### src/rtl/rnc_defs.svh
`ifndef RNC_DEFS_SVH
`define RNC_DEFS_SVH

// opcode field, instruction bits 3..8
`define RNC_OP_HALT 6'h00
`define RNC_OP_EOM 6'h02
`define RNC_OP_EXU 6'h13
`define RNC_OP_NOP 6'h10
`define RNC_OP_OVF 6'h12
`define RNC_OP_SKS 6'h20
`define RNC_OP_LEFT 6'h37

// address field codes, instruction bits 9..23
`define RNC_AD_OVT 15'h0041
`define RNC_AD_OTO 15'h0040
`define RNC_AD_REO 15'h0008
`define RNC_AD_ROV 15'h0001
`define RNC_AD_SIG_OVF 15'h2001
`define RNC_AD_EOM_REO 15'h2040
`define RNC_AD_EOM_ROV 15'h2001
`define RNC_AD_BPT_BASE 15'h2000
`define RNC_AD_BPT_MASK 15'h01E0

// shift method, effective address bits 10,11
`define RNC_SH_CYCLE 2'b10
`define RNC_SH_NORM 2'b01

// field positions
`define RNC_OP_HI 20
`define RNC_OP_LO 15
`define RNC_MTH_HI 13
`define RNC_MTH_LO 12
`define RNC_CNT_HI 8
`define RNC_CNT_LO 0
`define RNC_X_EXP_HI 9
`define RNC_X_EXP_LO 8

// limits and fixed addresses
`define RNC_SHIFT_MAX 48
`define RNC_TRAP_ADDR 14'h0020

`endif

### src/rtl/rnc_pkg.sv
package rnc_pkg;

  typedef enum logic [1:0] {
    RNC_MODE_NORMAL = 2'b00,
    RNC_MODE_MONITOR = 2'b01,
    RNC_MODE_USER = 2'b10
  } rnc_mode_e;

  typedef enum logic [1:0] {
    RNC_SW_IDLE = 2'b00,
    RNC_SW_RUN = 2'b01,
    RNC_SW_STEP = 2'b10
  } rnc_switch_e;

  typedef enum logic [1:0] {
    RNC_ST_IDLE = 2'b00,
    RNC_ST_SHIFT = 2'b01,
    RNC_ST_FETCH = 2'b10,
    RNC_ST_HALTED = 2'b11
  } rnc_state_e;

  typedef enum logic [2:0] {
    RNC_ACT_SEQ = 3'b000,
    RNC_ACT_SKIP = 3'b001,
    RNC_ACT_TRAP = 3'b010,
    RNC_ACT_FOREIGN = 3'b011,
    RNC_ACT_HALT = 3'b100,
    RNC_ACT_INTR = 3'b101
  } rnc_act_e;

  typedef enum logic [2:0] {
    RNC_K_SEQ = 3'b000,
    RNC_K_SKIP = 3'b001,
    RNC_K_TRAP = 3'b010,
    RNC_K_FOREIGN = 3'b011,
    RNC_K_HALT = 3'b100,
    RNC_K_EXU = 3'b101,
    RNC_K_SHIFT = 3'b110
  } rnc_kind_e;

  typedef struct packed {
    logic [23:0] word;
    logic [13:0] pc;
    logic [13:0] eff;
    rnc_mode_e mode;
    logic [23:0] a;
    logic [23:0] b;
    logic [23:0] x;
  } rnc_issue_s;

  typedef struct packed {
    rnc_act_e act;
    logic [13:0] next_pc;
    logic [13:0] save_pc;
    logic [23:0] a;
    logic [23:0] b;
    logic [23:0] x;
    logic ab_we;
    logic x_we;
  } rnc_result_s;

endpackage

### src/rtl/rnc_core.sv
// Function
// - left rotate turns the 48-bit pair left; no bit is lost
// - normalize shifts left until bit 1 differs from sign, or count runs out
// - normalize subtracts the shifts done from the index register
// - a zero pair with a count of 48 or more shifts 48 places, so 48 leaves the index
// - halt steps the program counter, lights the lamp and stops
// - halt ends on idle then run/step, or an interrupt in run
// - halt and breakpoint tests trap to 40B in user mode
// - a trap under execute indirect saves the outermost address
// - no-operation changes nothing and ignores indirect and index bits
// - execute indirect runs its word then continues after itself
// - a branch run by execute indirect goes to its own target
// - a skip run by execute indirect skips relative to execute indirect
// - chains are followed to any depth, interruptible in user and monitor
// - breakpoint tests skip if any tested switch is reset
// - test-and-clear skips if overflow off, else clears it
// - signal skip 20001B tests and clears overflow outside user mode
// - test-only keeps overflow, skips when off
// - record exponent overflow sets flag when index bits 14, 15 differ
// - output mode 20100B records exponent overflow outside user mode
// - reset overflow clears the flag in any mode, unless a hardware set comes in the same cycle
// - output mode 20001B clears the flag outside user mode
// - shift count is unsigned, zero shifts nothing, above 48 clamps
// - address bits 10,11 select plain, rotate or normalize
`include "rnc_defs.svh"

module rnc_core #(
  parameter int SHIFT_MAX = `RNC_SHIFT_MAX
) (
  // clock and reset
  input wire logic clk_i,
  input wire logic rst_i,
  // instruction issue
  input wire logic issue_valid_i,
  output logic issue_ready_o,
  input rnc_pkg::rnc_issue_s issue_i,
  // effective word fetch
  output logic fetch_req_o,
  output logic [13:0] fetch_addr_o,
  input wire logic fetch_valid_i,
  input wire logic [23:0] fetch_word_i,
  input wire logic [13:0] fetch_eff_i,
  // completion
  output logic done_o,
  output rnc_pkg::rnc_result_s result_o,
  // console and system
  input rnc_pkg::rnc_switch_e run_switch_i,
  input wire logic [3:0] breakpoint_i,
  input wire logic irq_active_i,
  input wire logic ovf_set_i,
  output logic halt_lamp_o,
  output logic resume_o,
  output logic resume_irq_o,
  output logic overflow_flag_o
);

  // refuse a SHIFT_MAX below 1 or above RNC_SHIFT_MAX
  if (SHIFT_MAX < 1 || SHIFT_MAX > `RNC_SHIFT_MAX) begin
    $error("SHIFT_MAX out of range");
  end

  localparam logic [8:0] CNT_CAP = 9'(SHIFT_MAX);

  rnc_pkg::rnc_state_e state_reg;
  rnc_pkg::rnc_mode_e mode_reg;
  logic [47:0] ab_reg;
  logic [23:0] x_reg;
  logic [8:0] cnt_reg;
  logic [8:0] done_reg;
  logic norm_reg;
  logic [13:0] base_reg;
  logic [13:0] fetch_addr_reg;
  logic ovf_reg;
  logic idle_seen_reg;

  // word under decode: new issue or fetched execute-indirect word
  logic take_issue;
  logic take_fetch;
  logic take;
  logic [23:0] w;
  logic [13:0] w_eff;
  logic [13:0] w_base;
  logic w_user;
  logic [23:0] w_x;
  logic [5:0] op;
  logic [14:0] adr;
  logic [1:0] method;
  logic [8:0] cnt_raw;
  logic [3:0] bpt_mask;

  assign take_issue = issue_valid_i && state_reg == rnc_pkg::RNC_ST_IDLE;
  assign take_fetch = fetch_valid_i && state_reg == rnc_pkg::RNC_ST_FETCH;
  assign take = take_issue || take_fetch;
  assign w = take_fetch ? fetch_word_i : issue_i.word;
  assign w_eff = take_fetch ? fetch_eff_i : issue_i.eff;
  // base stays the outermost execute-indirect address
  assign w_base = take_fetch ? base_reg : issue_i.pc;
  assign w_user = take_fetch ? (mode_reg == rnc_pkg::RNC_MODE_USER)
                             : (issue_i.mode == rnc_pkg::RNC_MODE_USER);
  assign w_x = take_fetch ? x_reg : issue_i.x;
  assign op = w[`RNC_OP_HI:`RNC_OP_LO];
  assign adr = w[14:0];
  assign method = w_eff[`RNC_MTH_HI:`RNC_MTH_LO];
  assign cnt_raw = {5'h0, w_eff[`RNC_CNT_HI:`RNC_CNT_LO]} == 14'h0 ? 9'h0
                 : w_eff[`RNC_CNT_HI:`RNC_CNT_LO];
  assign bpt_mask = {adr[5], adr[6], adr[7], adr[8]};

  rnc_pkg::rnc_kind_e kind;
  logic ovf_clr;
  logic ovf_rec;

  always_comb begin
    kind = rnc_pkg::RNC_K_FOREIGN;
    ovf_clr = 1'b0;
    ovf_rec = 1'b0;
    case (op)
      `RNC_OP_LEFT: begin
        if (method == `RNC_SH_CYCLE || method == `RNC_SH_NORM) begin
          kind = rnc_pkg::RNC_K_SHIFT;
        end
      end
      `RNC_OP_EXU: kind = rnc_pkg::RNC_K_EXU;
      `RNC_OP_NOP: kind = rnc_pkg::RNC_K_SEQ;
      `RNC_OP_HALT: begin
        kind = w_user ? rnc_pkg::RNC_K_TRAP : rnc_pkg::RNC_K_HALT;
      end
      `RNC_OP_OVF: begin
        case (adr)
          `RNC_AD_OVT: begin
            kind = ovf_reg ? rnc_pkg::RNC_K_SEQ : rnc_pkg::RNC_K_SKIP;
            ovf_clr = ovf_reg;
          end
          `RNC_AD_OTO: begin
            kind = ovf_reg ? rnc_pkg::RNC_K_SEQ : rnc_pkg::RNC_K_SKIP;
          end
          `RNC_AD_REO: begin
            kind = rnc_pkg::RNC_K_SEQ;
            ovf_rec = w_x[`RNC_X_EXP_HI] ^ w_x[`RNC_X_EXP_LO];
          end
          `RNC_AD_ROV: begin
            kind = rnc_pkg::RNC_K_SEQ;
            ovf_clr = 1'b1;
          end
          default: kind = rnc_pkg::RNC_K_FOREIGN;
        endcase
      end
      `RNC_OP_SKS: begin
        if ((adr & ~`RNC_AD_BPT_MASK) == `RNC_AD_BPT_BASE && |bpt_mask) begin
          if (w_user) begin
            kind = rnc_pkg::RNC_K_TRAP;
          end else if (|(bpt_mask & ~breakpoint_i)) begin
            kind = rnc_pkg::RNC_K_SKIP;
          end else begin
            kind = rnc_pkg::RNC_K_SEQ;
          end
        end else if (adr == `RNC_AD_SIG_OVF && !w_user) begin
          kind = ovf_reg ? rnc_pkg::RNC_K_SEQ : rnc_pkg::RNC_K_SKIP;
          ovf_clr = ovf_reg;
        end
      end
      `RNC_OP_EOM: begin
        if (adr == `RNC_AD_EOM_REO && !w_user) begin
          kind = rnc_pkg::RNC_K_SEQ;
          ovf_rec = w_x[`RNC_X_EXP_HI] ^ w_x[`RNC_X_EXP_LO];
        end else if (adr == `RNC_AD_EOM_ROV && !w_user) begin
          kind = rnc_pkg::RNC_K_SEQ;
          ovf_clr = 1'b1;
        end
      end
      default: kind = rnc_pkg::RNC_K_FOREIGN;
    endcase
  end

  // shift step
  logic norm_stop;
  logic shift_end;
  logic [47:0] ab_step;

  assign norm_stop = norm_reg && (ab_reg[46] != ab_reg[47]);
  assign shift_end = cnt_reg == 9'h0 || norm_stop;
  assign ab_step = norm_reg ? {ab_reg[46:0], 1'b0}
                            : {ab_reg[46:0], ab_reg[47]};

  logic abort_chain;
  assign abort_chain = state_reg == rnc_pkg::RNC_ST_FETCH && !fetch_valid_i
                    && irq_active_i && mode_reg != rnc_pkg::RNC_MODE_NORMAL;

  // sequencing
  always_ff @(posedge clk_i or posedge rst_i) begin
    if (rst_i) begin
      state_reg <= rnc_pkg::RNC_ST_IDLE;
      mode_reg <= rnc_pkg::RNC_MODE_NORMAL;
      base_reg <= 14'h0;
      fetch_addr_reg <= 14'h0;
      idle_seen_reg <= 1'b0;
    end else begin
      case (state_reg)
        rnc_pkg::RNC_ST_IDLE: begin
          if (take_issue) begin
            base_reg <= issue_i.pc;
            mode_reg <= issue_i.mode;
          end
        end
        rnc_pkg::RNC_ST_SHIFT: begin
          if (shift_end) begin
            state_reg <= rnc_pkg::RNC_ST_IDLE;
          end
        end
        rnc_pkg::RNC_ST_FETCH: begin
          if (abort_chain) begin
            state_reg <= rnc_pkg::RNC_ST_IDLE;
          end
        end
        rnc_pkg::RNC_ST_HALTED: begin
          if (run_switch_i == rnc_pkg::RNC_SW_IDLE) begin
            idle_seen_reg <= 1'b1;
          end else if (idle_seen_reg
                       || (run_switch_i == rnc_pkg::RNC_SW_RUN
                           && irq_active_i)) begin
            state_reg <= rnc_pkg::RNC_ST_IDLE;
          end
        end
        default: state_reg <= rnc_pkg::RNC_ST_IDLE;
      endcase
      if (take) begin
        case (kind)
          rnc_pkg::RNC_K_SHIFT: state_reg <= rnc_pkg::RNC_ST_SHIFT;
          rnc_pkg::RNC_K_EXU: begin
            state_reg <= rnc_pkg::RNC_ST_FETCH;
            fetch_addr_reg <= w_eff;
          end
          rnc_pkg::RNC_K_HALT: begin
            state_reg <= rnc_pkg::RNC_ST_HALTED;
            idle_seen_reg <= 1'b0;
          end
          default: state_reg <= rnc_pkg::RNC_ST_IDLE;
        endcase
      end
    end
  end

  // shift engine
  always_ff @(posedge clk_i or posedge rst_i) begin
    if (rst_i) begin
      ab_reg <= 48'h0;
      x_reg <= 24'h0;
      cnt_reg <= 9'h0;
      done_reg <= 9'h0;
      norm_reg <= 1'b0;
    end else if (take_issue) begin
      ab_reg <= {issue_i.a, issue_i.b};
      x_reg <= issue_i.x;
      cnt_reg <= cnt_raw > CNT_CAP ? CNT_CAP : cnt_raw;
      done_reg <= 9'h0;
      norm_reg <= method == `RNC_SH_NORM;
    end else if (take_fetch) begin
      cnt_reg <= cnt_raw > CNT_CAP ? CNT_CAP : cnt_raw;
      done_reg <= 9'h0;
      norm_reg <= method == `RNC_SH_NORM;
    end else if (state_reg == rnc_pkg::RNC_ST_SHIFT && !shift_end) begin
      ab_reg <= ab_step;
      cnt_reg <= cnt_reg - 9'h1;
      done_reg <= done_reg + 9'h1;
    end
  end

  // overflow bit, a hardware set wins over a clear
  always_ff @(posedge clk_i or posedge rst_i) begin
    if (rst_i) begin
      ovf_reg <= 1'b0;
    end else if (ovf_set_i || (take && ovf_rec)) begin
      ovf_reg <= 1'b1;
    end else if (take && ovf_clr) begin
      ovf_reg <= 1'b0;
    end
  end

  // results
  always_ff @(posedge clk_i or posedge rst_i) begin
    if (rst_i) begin
      done_o <= 1'b0;
      result_o <= '0;
      resume_o <= 1'b0;
      resume_irq_o <= 1'b0;
    end else begin
      done_o <= 1'b0;
      resume_o <= 1'b0;
      resume_irq_o <= 1'b0;
      if (state_reg == rnc_pkg::RNC_ST_HALTED
          && run_switch_i != rnc_pkg::RNC_SW_IDLE) begin
        if (idle_seen_reg) begin
          resume_o <= 1'b1;
        end else if (run_switch_i == rnc_pkg::RNC_SW_RUN && irq_active_i) begin
          resume_o <= 1'b1;
          resume_irq_o <= 1'b1;
        end
      end
      if (state_reg == rnc_pkg::RNC_ST_SHIFT && shift_end) begin
        done_o <= 1'b1;
        result_o.act <= rnc_pkg::RNC_ACT_SEQ;
        result_o.next_pc <= base_reg + 14'h1;
        result_o.save_pc <= base_reg;
        result_o.a <= ab_reg[47:24];
        result_o.b <= ab_reg[23:0];
        result_o.x <= x_reg - {15'h0, done_reg};
        result_o.ab_we <= 1'b1;
        result_o.x_we <= norm_reg;
      end else if (abort_chain) begin
        done_o <= 1'b1;
        result_o <= '0;
        result_o.act <= rnc_pkg::RNC_ACT_INTR;
        result_o.next_pc <= base_reg;
        result_o.save_pc <= base_reg;
      end else if (take && kind != rnc_pkg::RNC_K_SHIFT
                   && kind != rnc_pkg::RNC_K_EXU) begin
        done_o <= 1'b1;
        result_o <= '0;
        result_o.save_pc <= w_base;
        case (kind)
          rnc_pkg::RNC_K_SKIP: begin
            result_o.act <= rnc_pkg::RNC_ACT_SKIP;
            result_o.next_pc <= w_base + 14'h2;
          end
          rnc_pkg::RNC_K_TRAP: begin
            result_o.act <= rnc_pkg::RNC_ACT_TRAP;
            result_o.next_pc <= `RNC_TRAP_ADDR;
          end
          rnc_pkg::RNC_K_FOREIGN: begin
            result_o.act <= rnc_pkg::RNC_ACT_FOREIGN;
            result_o.next_pc <= w_base + 14'h1;
          end
          rnc_pkg::RNC_K_HALT: begin
            result_o.act <= rnc_pkg::RNC_ACT_HALT;
            result_o.next_pc <= w_base + 14'h1;
          end
          default: begin
            result_o.act <= rnc_pkg::RNC_ACT_SEQ;
            result_o.next_pc <= w_base + 14'h1;
          end
        endcase
      end
    end
  end

  assign issue_ready_o = state_reg == rnc_pkg::RNC_ST_IDLE;
  assign fetch_req_o = state_reg == rnc_pkg::RNC_ST_FETCH;
  assign fetch_addr_o = fetch_addr_reg;
  assign halt_lamp_o = state_reg == rnc_pkg::RNC_ST_HALTED;
  assign overflow_flag_o = ovf_reg;

endmodule

### config.mk
export PLATFORM = sky130hd
export DESIGN_NAME = rnc_core
export DESIGN_NICKNAME = d
export VERILOG_FILES = /design/src/rtl/rnc_pkg.sv /design/src/rtl/rnc_core.sv
export VERILOG_INCLUDE_DIRS = /design/src /design/src/rtl
export SDC_FILE = /design/constraint.sdc
export NUM_CORES = 1
export LEC_CHECK = 0
export BUFFER_PORTS_ARGS = -buffer_cell sky130_fd_sc_hd__buf_2
export CAP_MARGIN = 20
export CORE_ASPECT_RATIO = 0.75
export CORE_MARGIN = 5
export CORE_UTILIZATION = 57
export CTS_CLUSTER_DIAMETER = 80
export CTS_CLUSTER_SIZE = 30
export DETAILED_ROUTE_END_ITERATION = 8
export HOLD_SLACK_MARGIN = 0.03
export PLACE_DENSITY = 0.85
export SLEW_MARGIN = 10
export SYNTH_ARGS = -nofsm -noshare
export SYNTH_HDL_FRONTEND = slang
export SYNTH_SLANG_ARGS = --single-unit
### constraint.sdc
create_clock -name clk_i -period 22.6 [get_ports clk_i]
set_input_delay 4.52 -clock clk_i [delete_from_list [all_inputs] [get_ports clk_i]]
set_output_delay 4.52 -clock clk_i [all_outputs]
set_load 0.005 [all_outputs]
Word-level counts from Yosys, hierarchy flattened
Index checks and enable logic that the tools add are counted.

operators by class
  add/subtract/negate cells = 6
  magnitude comparators = 1
  equal/unequal tests = 35
  multiplexer cells = 64
  bitwise logic cells = 3
  reductions and logical operators = 46

operators by type and width
  kind                                                                     count
  105-bit 2-to-1 mux                                                       3
  48-bit 2-to-1 mux                                                        3
  9-bit 2-to-1 mux                                                         8
  17-bit case mux with 4 select lines                                      1
  15-bit by 14-bit equality test with 1-bit output, second input constant  2
  15-bit by 7-bit equality test with 1-bit output, second input constant   2
  14-bit by 1-bit adder with 14-bit output, second input constant          2
  14-bit 2-to-1 mux                                                        2
  1-bit 2-to-1 mux                                                         26
  24-bit by 9-bit subtractor with 24-bit output                            1
  21-bit 2-to-1 mux                                                        1
  3-bit case mux with 7 select lines                                       1
  6-bit by 5-bit equality test with 1-bit output, second input constant    3
  9-bit zero test                                                          2
  2-bit 2-to-1 mux                                                         9
  1-bit logical AND                                                        17
  15-bit by 1-bit equality test with 1-bit output, second input constant   1
  15-bit by 4-bit equality test with 1-bit output, second input constant   1
  14-bit by 2-bit adder with 14-bit output, second input constant          1
  6-bit equality test, second input constant                               2
  3-bit != test, second input constant                                     4
  2-bit case mux with 3 select lines                                       2
  11-bit by 10-bit equality test with 1-bit output, second input constant  1
  2-bit equality test, second input constant                               5
  other kinds (30)                                                         55

storage, ports and cells
  register bits = 233
  bits of input ports = 176
  word-level logic and storage cells = 177

Logic depth before layout (Yosys ltp)
Gate-level depths: netlist of the first run.

  depth in word-level cells = 15
  gate-level depth with buffers = 21
  gate-level depth less buffers = 14

Least setup slack after synthesis of the first run
No wires, ideal clock.

  path kind = input -> register
  from = input fetch_valid_i
  to = register result_o[101] in the netlist's numbering
  data arrival time = 8.157 ns
  path slack = 14.365 ns
  stages = 18
  buffers on the path = 6
  path through = nand3b_4 > buf_2 > buf_2 > buf_2 > buf_2 > buf_1 > nand2_1 > nand2_1 > ha_1 > clkbuf_1 > o2111ai_1 > or3_1 > or3_1 > nand2b_1 > a21oi_1 > o22ai_1 > o22a_1 > a21oi_1

between the ends
  longest elaborated chain between the ends = 13
  elaborated cells on any way between the ends = 61
  classes of those cells = add/sub (2); eq/ne (21); mux (18); bitwise (1); reduce/logical (19)

RTL lines
  what                                               RTL line         RTL
  start, declared                                    rnc_core.sv:40   input wire logic fetch_valid_i,
  1-bit logical AND                                  rnc_core.sv:92   assign take_fetch = fetch_valid_i && state_reg == rnc_pkg::RNC_ST_FETCH;
  21-bit 2-to-1 mux                                  rnc_core.sv:94   assign w = take_fetch ? fetch_word_i : issue_i.word;
  4-bit AND                                          rnc_core.sv:151  end else if (|(bpt_mask & ~breakpoint_i)) begin
  4-bit OR reduction                                 rnc_core.sv:151
  1-bit 2-to-1 mux                                   rnc_core.sv:151
  2-bit 2-to-1 mux                                   rnc_core.sv:149  if (w_user) begin
  3-bit 2-to-1 mux                                   rnc_core.sv:148  if ((adr & ~`RNC_AD_BPT_MASK) == `RNC_AD_BPT_BASE && |bpt_mask) begin
  3-bit case mux with 7 select lines                 rnc_core.sv:116  case (op)
  3-bit equality test, or another cell as far along  rnc_core.sv:319  case (kind)
  17-bit case mux with 4 select lines                rnc_core.sv:319
  105-bit 2-to-1 mux                                 rnc_core.sv:314  end else if (take && kind != rnc_pkg::RNC_K_SHIFT
  105-bit 2-to-1 mux                                 rnc_core.sv:308  end else if (abort_chain) begin
  105-bit 2-to-1 mux                                 rnc_core.sv:298  if (state_reg == rnc_pkg::RNC_ST_SHIFT && shift_end) begin
  end, declared                                      rnc_core.sv:45   output rnc_pkg::rnc_result_s result_o,

Several ways; a longest one is shown, not always the timed one. The select of a mux whose other input is x is not followed.
A chain may end at the register's enable or synchronous reset.

Worst setup path after layout of the first run
  from = input fetch_valid_i
  to = register result_o[98] in the netlist's numbering

Same word-level chain as after synthesis.

==> run metrics, run 1 <==
max cap viols 0; routed wire length ~36000 um; register area share after synthesis 0.472; Critical Path RT 23030 ps; Post-synth EDFFs 0; Worst path top cell family by delay compound AO/OA/AOI/OAI gates; gp weighted congestion between 0.9 and 1; part of the power in the clock network 0.299; Syn Std Cell Area 12400 um2; Post-synth ARST share 1.00; post-synthesis cell type count 69; CP endpoint kind flop; fin area 14400 um2; Hold Startpoint idle_seen_reg; DR pass1 iterations 7; Yosys top cell area share 0.472; switch share 0.282; status completed; Global Route Usage Sum 0.281; top cells by count, synth 323 x nand2_1, 233 x dfrtp_1, 124 x nor2_1; max frequency ~120 MHz; worst-skew pair later-pin latency 490 ps; Post-CTS Hold Buffers 0; chip height 138 um; syn_nets between 1500 and 2000; Top FF cell, synth dfrtp_1; Layout area overhead 16.3%; share of cells above drive strength 1 0.213; Final Hold Viols 0; Area contributors post-synth dfrtp_1 47%, nand2_1 9.8%, a22o_1 3.9%, nor2_1 3.8%, mux2i_1 3.2%; total global routing overflow 0; final hold slack 470 ps; Slew HR 0.303; pwr/cell area roughly 58 nW/um2; Worst Path Arrival 8620 ps; most common cell in the netlist nand2_1; crit path launch type input pin; DRT antenna net count 0; post-layout util 0.677; Syn. warnings 0; part of the power in combinational logic 0.147; Reg2Reg Depth 11; Sequential Power Share 0.554; setup ws final around 14000 ps; CP bufs+invs 3; RSZ-0062 raised after global routing false; Slew @ Worst Pin 1040 ps; # diodes 0; # H-tree levels 1; Reg2Reg Launch Point state_reg[0]; Vias 11900; largest net degree at the start of global routing between 100 and 150; Place WS approximately 14000 ps; Hold Path Stages 1; Synth Register Bits between 200 and 250; setup TNS 0 ps; Die Width between 150 and 200 um; Largest register FFs about 110; R2R Path End result_o[98]; Clock Skews about 27 ps; P_int a little over 0.6 mW; Core Region approximately 21000 um2; DP Wirelength about 25000 um; initial antenna violation count 1; Clk Tree Root Cell clkbuf_16; PostCTS Resize Cnt 0; r2r setup slk between 15000 and 20000 ps; starting density of the core 0.582; Row Count 46; CTS tree yes; critical path, cell by cell buf_2, nand3b_4, buf_4, mux2_2, a21oi_1, o31ai_1, o21ai_0, nand4_1, inv_1, a21oi_1, nor4_1, a211o_1; CP most frequent cell a21oi_1; Clock Pin Slew Worst Setup and Hold Paths about 110 ps; vias per cell 6.13; vias in the first global route between 10000 and 15000; first-pass GRT wire length ~58000 um; Yosys top cell by area dfrtp_1; endpoints failing setup 0; Post-CTS Setup Inserts 0; Switch Pwr around 0.24 mW; # clock sinks 233; CP peak stage delay ~590 ps; Endpoint, Worst Hold resume_irq_o; Slew Limit Fails 0; Clock Path Buffers 3; I/O Pins 302; HP Class flop to flop; Final period util 0.362; syn_area_per_cell ~8.8 um2; DRC viols 0; CP Max Fanout 42; Num CTS Buffers 12; kind of critical path input pin to flop; Synth Instances roughly 1400; Crit-path slowest cell o21ai_0; wire per inst around 19 um; peak supply drop roughly 51 uV; die area ~25000 um2; area post-placement between 10000 and 15000 um2; Leakage 7.17 nW; Detailed Route Iter0 Violations roughly 1300; post-layout min period between 8000 and 9000 ps; # port buffers 295; final net count 1839
-- logic make-up after synthesis --
| group | share of synthesized area |
|---|---|
| AND/OR/NAND/NOR | 0.225 |
| AO/OA/AOI/OAI | 0.183 |
| flip-flops | 0.472 |
| buffers and inverters | 0.0364 |
| multiplexers | 0.0388 |
| XOR/XNOR | 0.0283 |
| adder cells (fa/ha/maj) | 0.0168 |
-- worst max path at each step --
stage | slack, ps | startpoint | depth (start not counted) | to
3_5_place_dp | 14160 | fetch_valid_i | 12 | result_o[98]
2_1_floorplan | 11690 | rst_i | 1 | ab_reg[0]
3_3_place_gp | 14170 | fetch_valid_i | 12 | result_o[98]
5_1_grt | 14240 | fetch_valid_i | 12 | result_o[98]
6_report | 14410 | fetch_valid_i | 12 | result_o[98]
4_1_cts | 14660 | fetch_valid_i | 12 | result_o[98]
-- power by group through the flow --
stage | logic [mW] | registers, mW | clock network [mW]
3_3_place_gp | 0.118 | 0.472 | 0
2_1_floorplan | 0.0750 | 0.467 | 0
5_1_grt | 0.139 | 0.470 | 0.271
3_5_place_dp | 0.122 | 0.473 | 0
4_1_cts | 0.123 | 0.465 | 0.257
6_report | 0.123 | 0.466 | 0.252
-- cell type report --
type,instances,area (um2)
Inverter,29,116
Clock inverter,4,47.5
Tap cell,288,360
Multi-Input combinational cell,1064,6120
Timing Repair Buffer,307,1570
Clock buffer,14,339
Fill cell,1740,6860
Sequential cell,233,5830
-- per-stage QoR --
stage / instances / power (mW)
after global placement: 1921 / 0.590
after floorplan: 1411 / 0.542
after detailed placement: 1921 / 0.596
final: 1939 / 0.841
after CTS: 1939 / 0.845
after global routing: 1939 / 0.879
-- cell usage in the layout (no fill, tap or decap), types with 30 or more instances in the layout --
master | Yosys | final
mux2i_1 | 40 | 40
dfrtp_1 | 233 | 233
o21ai_0 | 73 | 73
nand3_1 | 35 | 35
buf_2 | 12 | 295
a21oi_1 | 59 | 59
a22o_1 | 55 | 55
nand2_1 | 323 | 321
nor3_1 | 30 | 30
nor2_1 | 124 | 121
a31oi_1 | 56 | 56
-- worst reg2reg max path: cells and delay by family (launching register included) --
kind | cells | cell delay [ps]
and+or+nand+nor | 3 | 1350
muxes | 1 | 480
DFF | 1 | 500
AOI/OAI and AO/OA | 5 | 1380
buffers and inverters | 2 | 880
-- per-layer routing --
layer / share of wire / global-route usage
met5: 0.00036 / 0
met4: 0.021 / 0.0621
met3: 0.10 / 0.0602
met2: 0.45 / 0.443
met1: 0.43 / 0.405
No activity file was read; power rests on OpenSTA's default activity.
==> run 2: changes to the inputs <==
- CORE_UTILIZATION: 57 -> 49
- PLACE_DENSITY: 0.85 -> 0.78
- clock period: 22.6 -> 7.42 ns (I/O delays scaled with it)
==> run 2 against run 1 <==
  * Cell area up 0.82%
  * Non-clock buffer count up 2
  * Clock power rose to 3.2 times the previous value
  * Via count down 1.8%
  * Critical path depth up 2
  * Power rose to 3.1 times the previous value
  * Hold slack better by 11 ps
  * Register-to-register slack worse by 15000 ps
  * Largest cell class unchanged
==> run metrics, run 2 (synthesized netlist as in run 1, its figures left out) <==
Clock Skews roughly 36 ps; endpoints failing setup 0; Die Width a little under 200 um; starting density of the core 0.497; Largest register FFs between 100 and 150; post-layout min period ~5000 ps; share of cells above drive strength 1 0.215; wire per inst around 18 um; max frequency just over 200 MHz; switch share 0.289; HP Class flop to flop; peak supply drop 157 uV; Clock Pin Slew Worst Setup and Hold Paths roughly 100 ps; part of the power in the clock network 0.309; Hold Path Stages 1; Leakage between 7 and 8 nW; Seq. cell area 5830 um2; CP Max Fanout 20; # clock sinks 233; Clock Path Buffers 3; Final period util 0.667; Slew Limit Fails 0; Core Region about 25000 um2; part of the power in combinational logic 0.144; Worst path top cell family by delay simple AND/OR/NAND/NOR gates; Clk Tree Root Cell clkbuf_16; Crit-path slowest cell and3b_1; Row Count 50; CTS tree yes; gp weighted congestion between 0.9 and 1; final net count 1842; fillcell total ~2200; vias per cell 5.85; routed wire length approximately 37000 um; Final Hold Viols 0; multi-input logic area between 6000 and 7000 um2; vias in the first global route ~11000; Vias approximately 12000; Critical Path RT between 7000 and 8000 ps; Num CTS Buffers 13; total global routing overflow 0; status completed; CP endpoint kind flop; Post-CTS Setup Inserts 0; Hold Startpoint idle_seen_reg; I/O Pins around 300; first-pass GRT wire length about 60000 um; final hold slack just under 500 ps; die area around 29000 um2; PostCTS Resize Cnt 0; DRT antenna net count 0; area post-placement roughly 14000 um2; Setup crit start fetch_valid_i; Switch Pwr ~0.75 mW; commonest non-fill, non-tap cell in the layout nand2_1; Worst Path Arrival around 5400 ps; P_int roughly 1.8 mW; RSZ-0062 raised after global routing false; # port buffers between 200 and 300; Slew @ Worst Pin between 900 and 1000 ps; chip height 148 um; critical path, cell by cell buf_2, and3b_1, buf_4, nand2_1, nand2_1, ha_1, o2111ai_1, or3_1, or3_1, nand2b_1, a21oi_1, o22ai_1, o22a_1, a21oi_1; DP Wirelength 25800 um; pwr/cell area ~180 nW/um2; worst-skew pair later-pin latency 500 ps; # H-tree levels 1; Sequential Power Share 0.547; DRC viols 0; CP peak stage delay between 700 and 800 ps; Levels on crit path 14; largest net degree at the start of global routing about 120; post-layout util 0.582; setup TNS 0 ps; Post-CTS Hold Buffers 0; Slew HR 0.356; Reg2Reg Depth 13; r2r setup slk a little over 3000 ps; commonest non-fill, non-tap cells in the layout 321 x nand2_1, 295 x buf_2, 233 x dfrtp_1; initial antenna violation count 3; max cap viols 0; CP bufs+invs 2; crit path launch type input pin; fin area 14500 um2; Global Route Usage Sum 0.248; kind of critical path input pin to flop; Layout area overhead 17.3%; Reg2Reg Launch Point state_reg[1]; DR pass1 iterations 5; Detailed Route Iter0 Violations roughly 870
==> run 2: power groups by stage <==
stage | clock (mW) | combinational [mW] | sequential [mW]
after floorplan | 0 | 0.229 | 1.42
after CTS | 0.835 | 0.375 | 1.42
after global placement | 0 | 0.363 | 1.44
after global routing | 0.881 | 0.420 | 1.43
after detailed placement | 0 | 0.373 | 1.44
final | 0.804 | 0.373 | 1.42
==> run 2: final cells by class <==
type                            instances  share of cell area
Multi-Input combinational cell       1064               0.422
Antenna cell                            2            0.000345
Sequential cell                       233               0.402
Inverter                               29             0.00777
Timing Repair Buffer                  309               0.110
Tap cell                              338              0.0292
Clock buffer                           14              0.0227
Clock inverter                          7             0.00604
==> run 2: path summary, 6_finish.rpt <==
| kind | to |
|---|---|
| worst min register to register | resume_irq_o |
| worst min-delay path | resume_irq_o |
| max in group asynchronous | result_o[32] |
| worst max register to register | result_o[101] |
| min in group asynchronous | result_o[64] |
| worst max-delay path | result_o[101] |
==> run 2: per-stage QoR <==
step                instances  power, mW  setup slack [ps]
detailed placement       1972       1.82              2020
global route             1996       2.73              2230
finish                   1996       2.60              2470
CTS                      1993       2.63              2530
global placement         1972       1.80              2150
floorplan                1411       1.65              2220
==> run 2: layer usage <==
metal	track usage	vias to the layer above	share of wire
met4	0.0541	2	0.022
met3	0.0547	64	0.086
met5	0	-	0.00035
li1	-	5472	-
met2	0.377	516	0.44
met1	0.366	5630	0.45
==> run 3: changes to the inputs <==
- CORE_UTILIZATION: 49 -> 54
- PLACE_DENSITY: 0.78 -> 0.82
- clock period: 7.42 -> 4.99 ns (I/O delays scaled with it)
==> run 3 against run 2 <==
  * First-iteration DRC count grew 29%
  * Register-to-register slack got worse by 2000 ps
  * Die area shrank 8.7%
  * Combinational power increased by 49%
  * Wire length is 1.1% lower
  * Sequential power is 49% higher
  * Count of clock-buffer cells in the layout shrank 1
  * Power rose by 49%
  * Largest power group unchanged
  * Final cell count is 1.9% lower
  * Clock power rose by 48%
  * Clock skew shrank 6.8 ps
  * Largest cell class unchanged
==> run metrics, run 3 (synthesized netlist as in run 1, its figures left out) <==
Clk Tree Root Cell clkbuf_16; Core Region 22800 um2; vias per cell between 5 and 6; fin area about 14000 um2; kind of critical path input pin to flop; Die Width 185 um; Post-CTS Setup Inserts 0; Num CTS Buffers 13; Slew @ Worst Pin between 1000 and 1500 ps; DRC viols 0; endpoints failing setup 0; PostCTS Resize Cnt 0; I/O Pins around 300; area post-placement 14100 um2; pwr/cell area 267 nW/um2; DRT antenna net count 0; max cap viols 0; crit path launch type input pin; commonest non-fill, non-tap cell in the layout nand2_1; Slew HR 0.285; Row Count 48; DP Wirelength about 25000 um; Clock Pin Slew Worst Setup and Hold Paths 110 ps; # diodes 0; worst-skew pair later-pin latency 490 ps; Vias between 10000 and 15000; share of cells above drive strength 1 0.217; Clock Path Buffers 3; Global Route Usage Sum 0.270; HP Class flop to flop; initial antenna violation count 2; final net count around 1800; starting density of the core 0.543; Final Hold Viols 0; max frequency around 250 MHz; Final period util 0.814; Layout area overhead 17.1%; routed wire length 36300 um; RSZ-0062 raised after global routing false; DR pass1 iterations 6; vias in the first global route 11200; peak supply drop about 210 uV; Post-CTS Hold Buffers 0; status completed; Largest register FFs about 110; CTS tree yes; Worst Path Arrival 4480 ps; # clock sinks 233; # H-tree levels 1; CP Max Fanout 18; Critical Path RT between 5000 and 6000 ps; commonest non-fill, non-tap cells in the layout 321 x nand2_1, 295 x buf_2, 233 x dfrtp_1; total global routing overflow 0; Clock Skews slightly below 30 ps; gp weighted congestion 0.942; post-layout util 0.636; post-layout min period 4060 ps; Slew Limit Fails 0; CP endpoint kind flop; Leakage approximately 7.2 nW; setup TNS 0 ps; chip height 141 um; largest net degree at the start of global routing 184; Detailed Route Iter0 Violations approximately 1100; die area roughly 26000 um2; wire per inst around 19 um; first-pass GRT wire length 58300 um; # port buffers approximately 300
==> run 3: routing by layer <==
layer / up-vias / global-route usage / routed length [um]
met2: 534 / 0.417 / 15900
met5: - / 0 / 25
li1: 5467 / - / -
met3: 63 / 0.0500 / 3430
met4: 4 / 0.0622 / 765
met1: 5637 / 0.400 / 16100
==> run 3: where the power goes <==
group,switching [mW],internal [mW]
sequential,0.110,2.00
clock,0.682,0.512
combinational,0.329,0.228
==> run 3: critical path, stage by stage <==
cell,delay [ps]
buf_2,140
and3b_1,390
buf_4,320
nand2_1,80
nand2_1,160
ha_1,380
o2111ai_1,250
or3_1,440
or3_1,450
nand2b_1,230
xnor2_1,160
o22ai_1,100
o22a_1,210
a21oi_1,160
==> run 3: worst paths after layout <==
check | depth (start not counted) | slack (ps) | endpoint | from
worst max-delay path | 14 | 930 | result_o[101] | fetch_valid_i
max in group asynchronous | 3 | 3450 | result_o[78] | rst_i
worst min register to register | 2 | 480 | fetch_addr_o[0] | fetch_addr_o[0]
min in group asynchronous | 3 | 730 | result_o[68] | rst_i
worst max register to register | 13 | 1000 | result_o[101] | state_reg[1]
worst min-delay path | 2 | 480 | fetch_addr_o[0] | fetch_addr_o[0]
==> run 3: area by class of cell <==
cell class                 count  area (um2)
timing repair buffer         313        1640
clock inverter                 7        82.6
multi-input combinational   1064        6120
inverter                      29         113
tap                          300         375
sequential                   233        5830
clock buffer                  13         325
fill                        1955        8280
==> run 3: per-stage QoR <==
stage	hold slack (ps)	setup WS [ps]	cells	power, mW
2_1_floorplan	436	277	1411	2.45
3_3_place_gp	456	654	1939	2.68
3_5_place_dp	458	545	1939	2.70
4_1_cts	489	1060	1959	3.89
5_1_grt	507	729	1959	4.04
6_report	483	927	1959	3.86
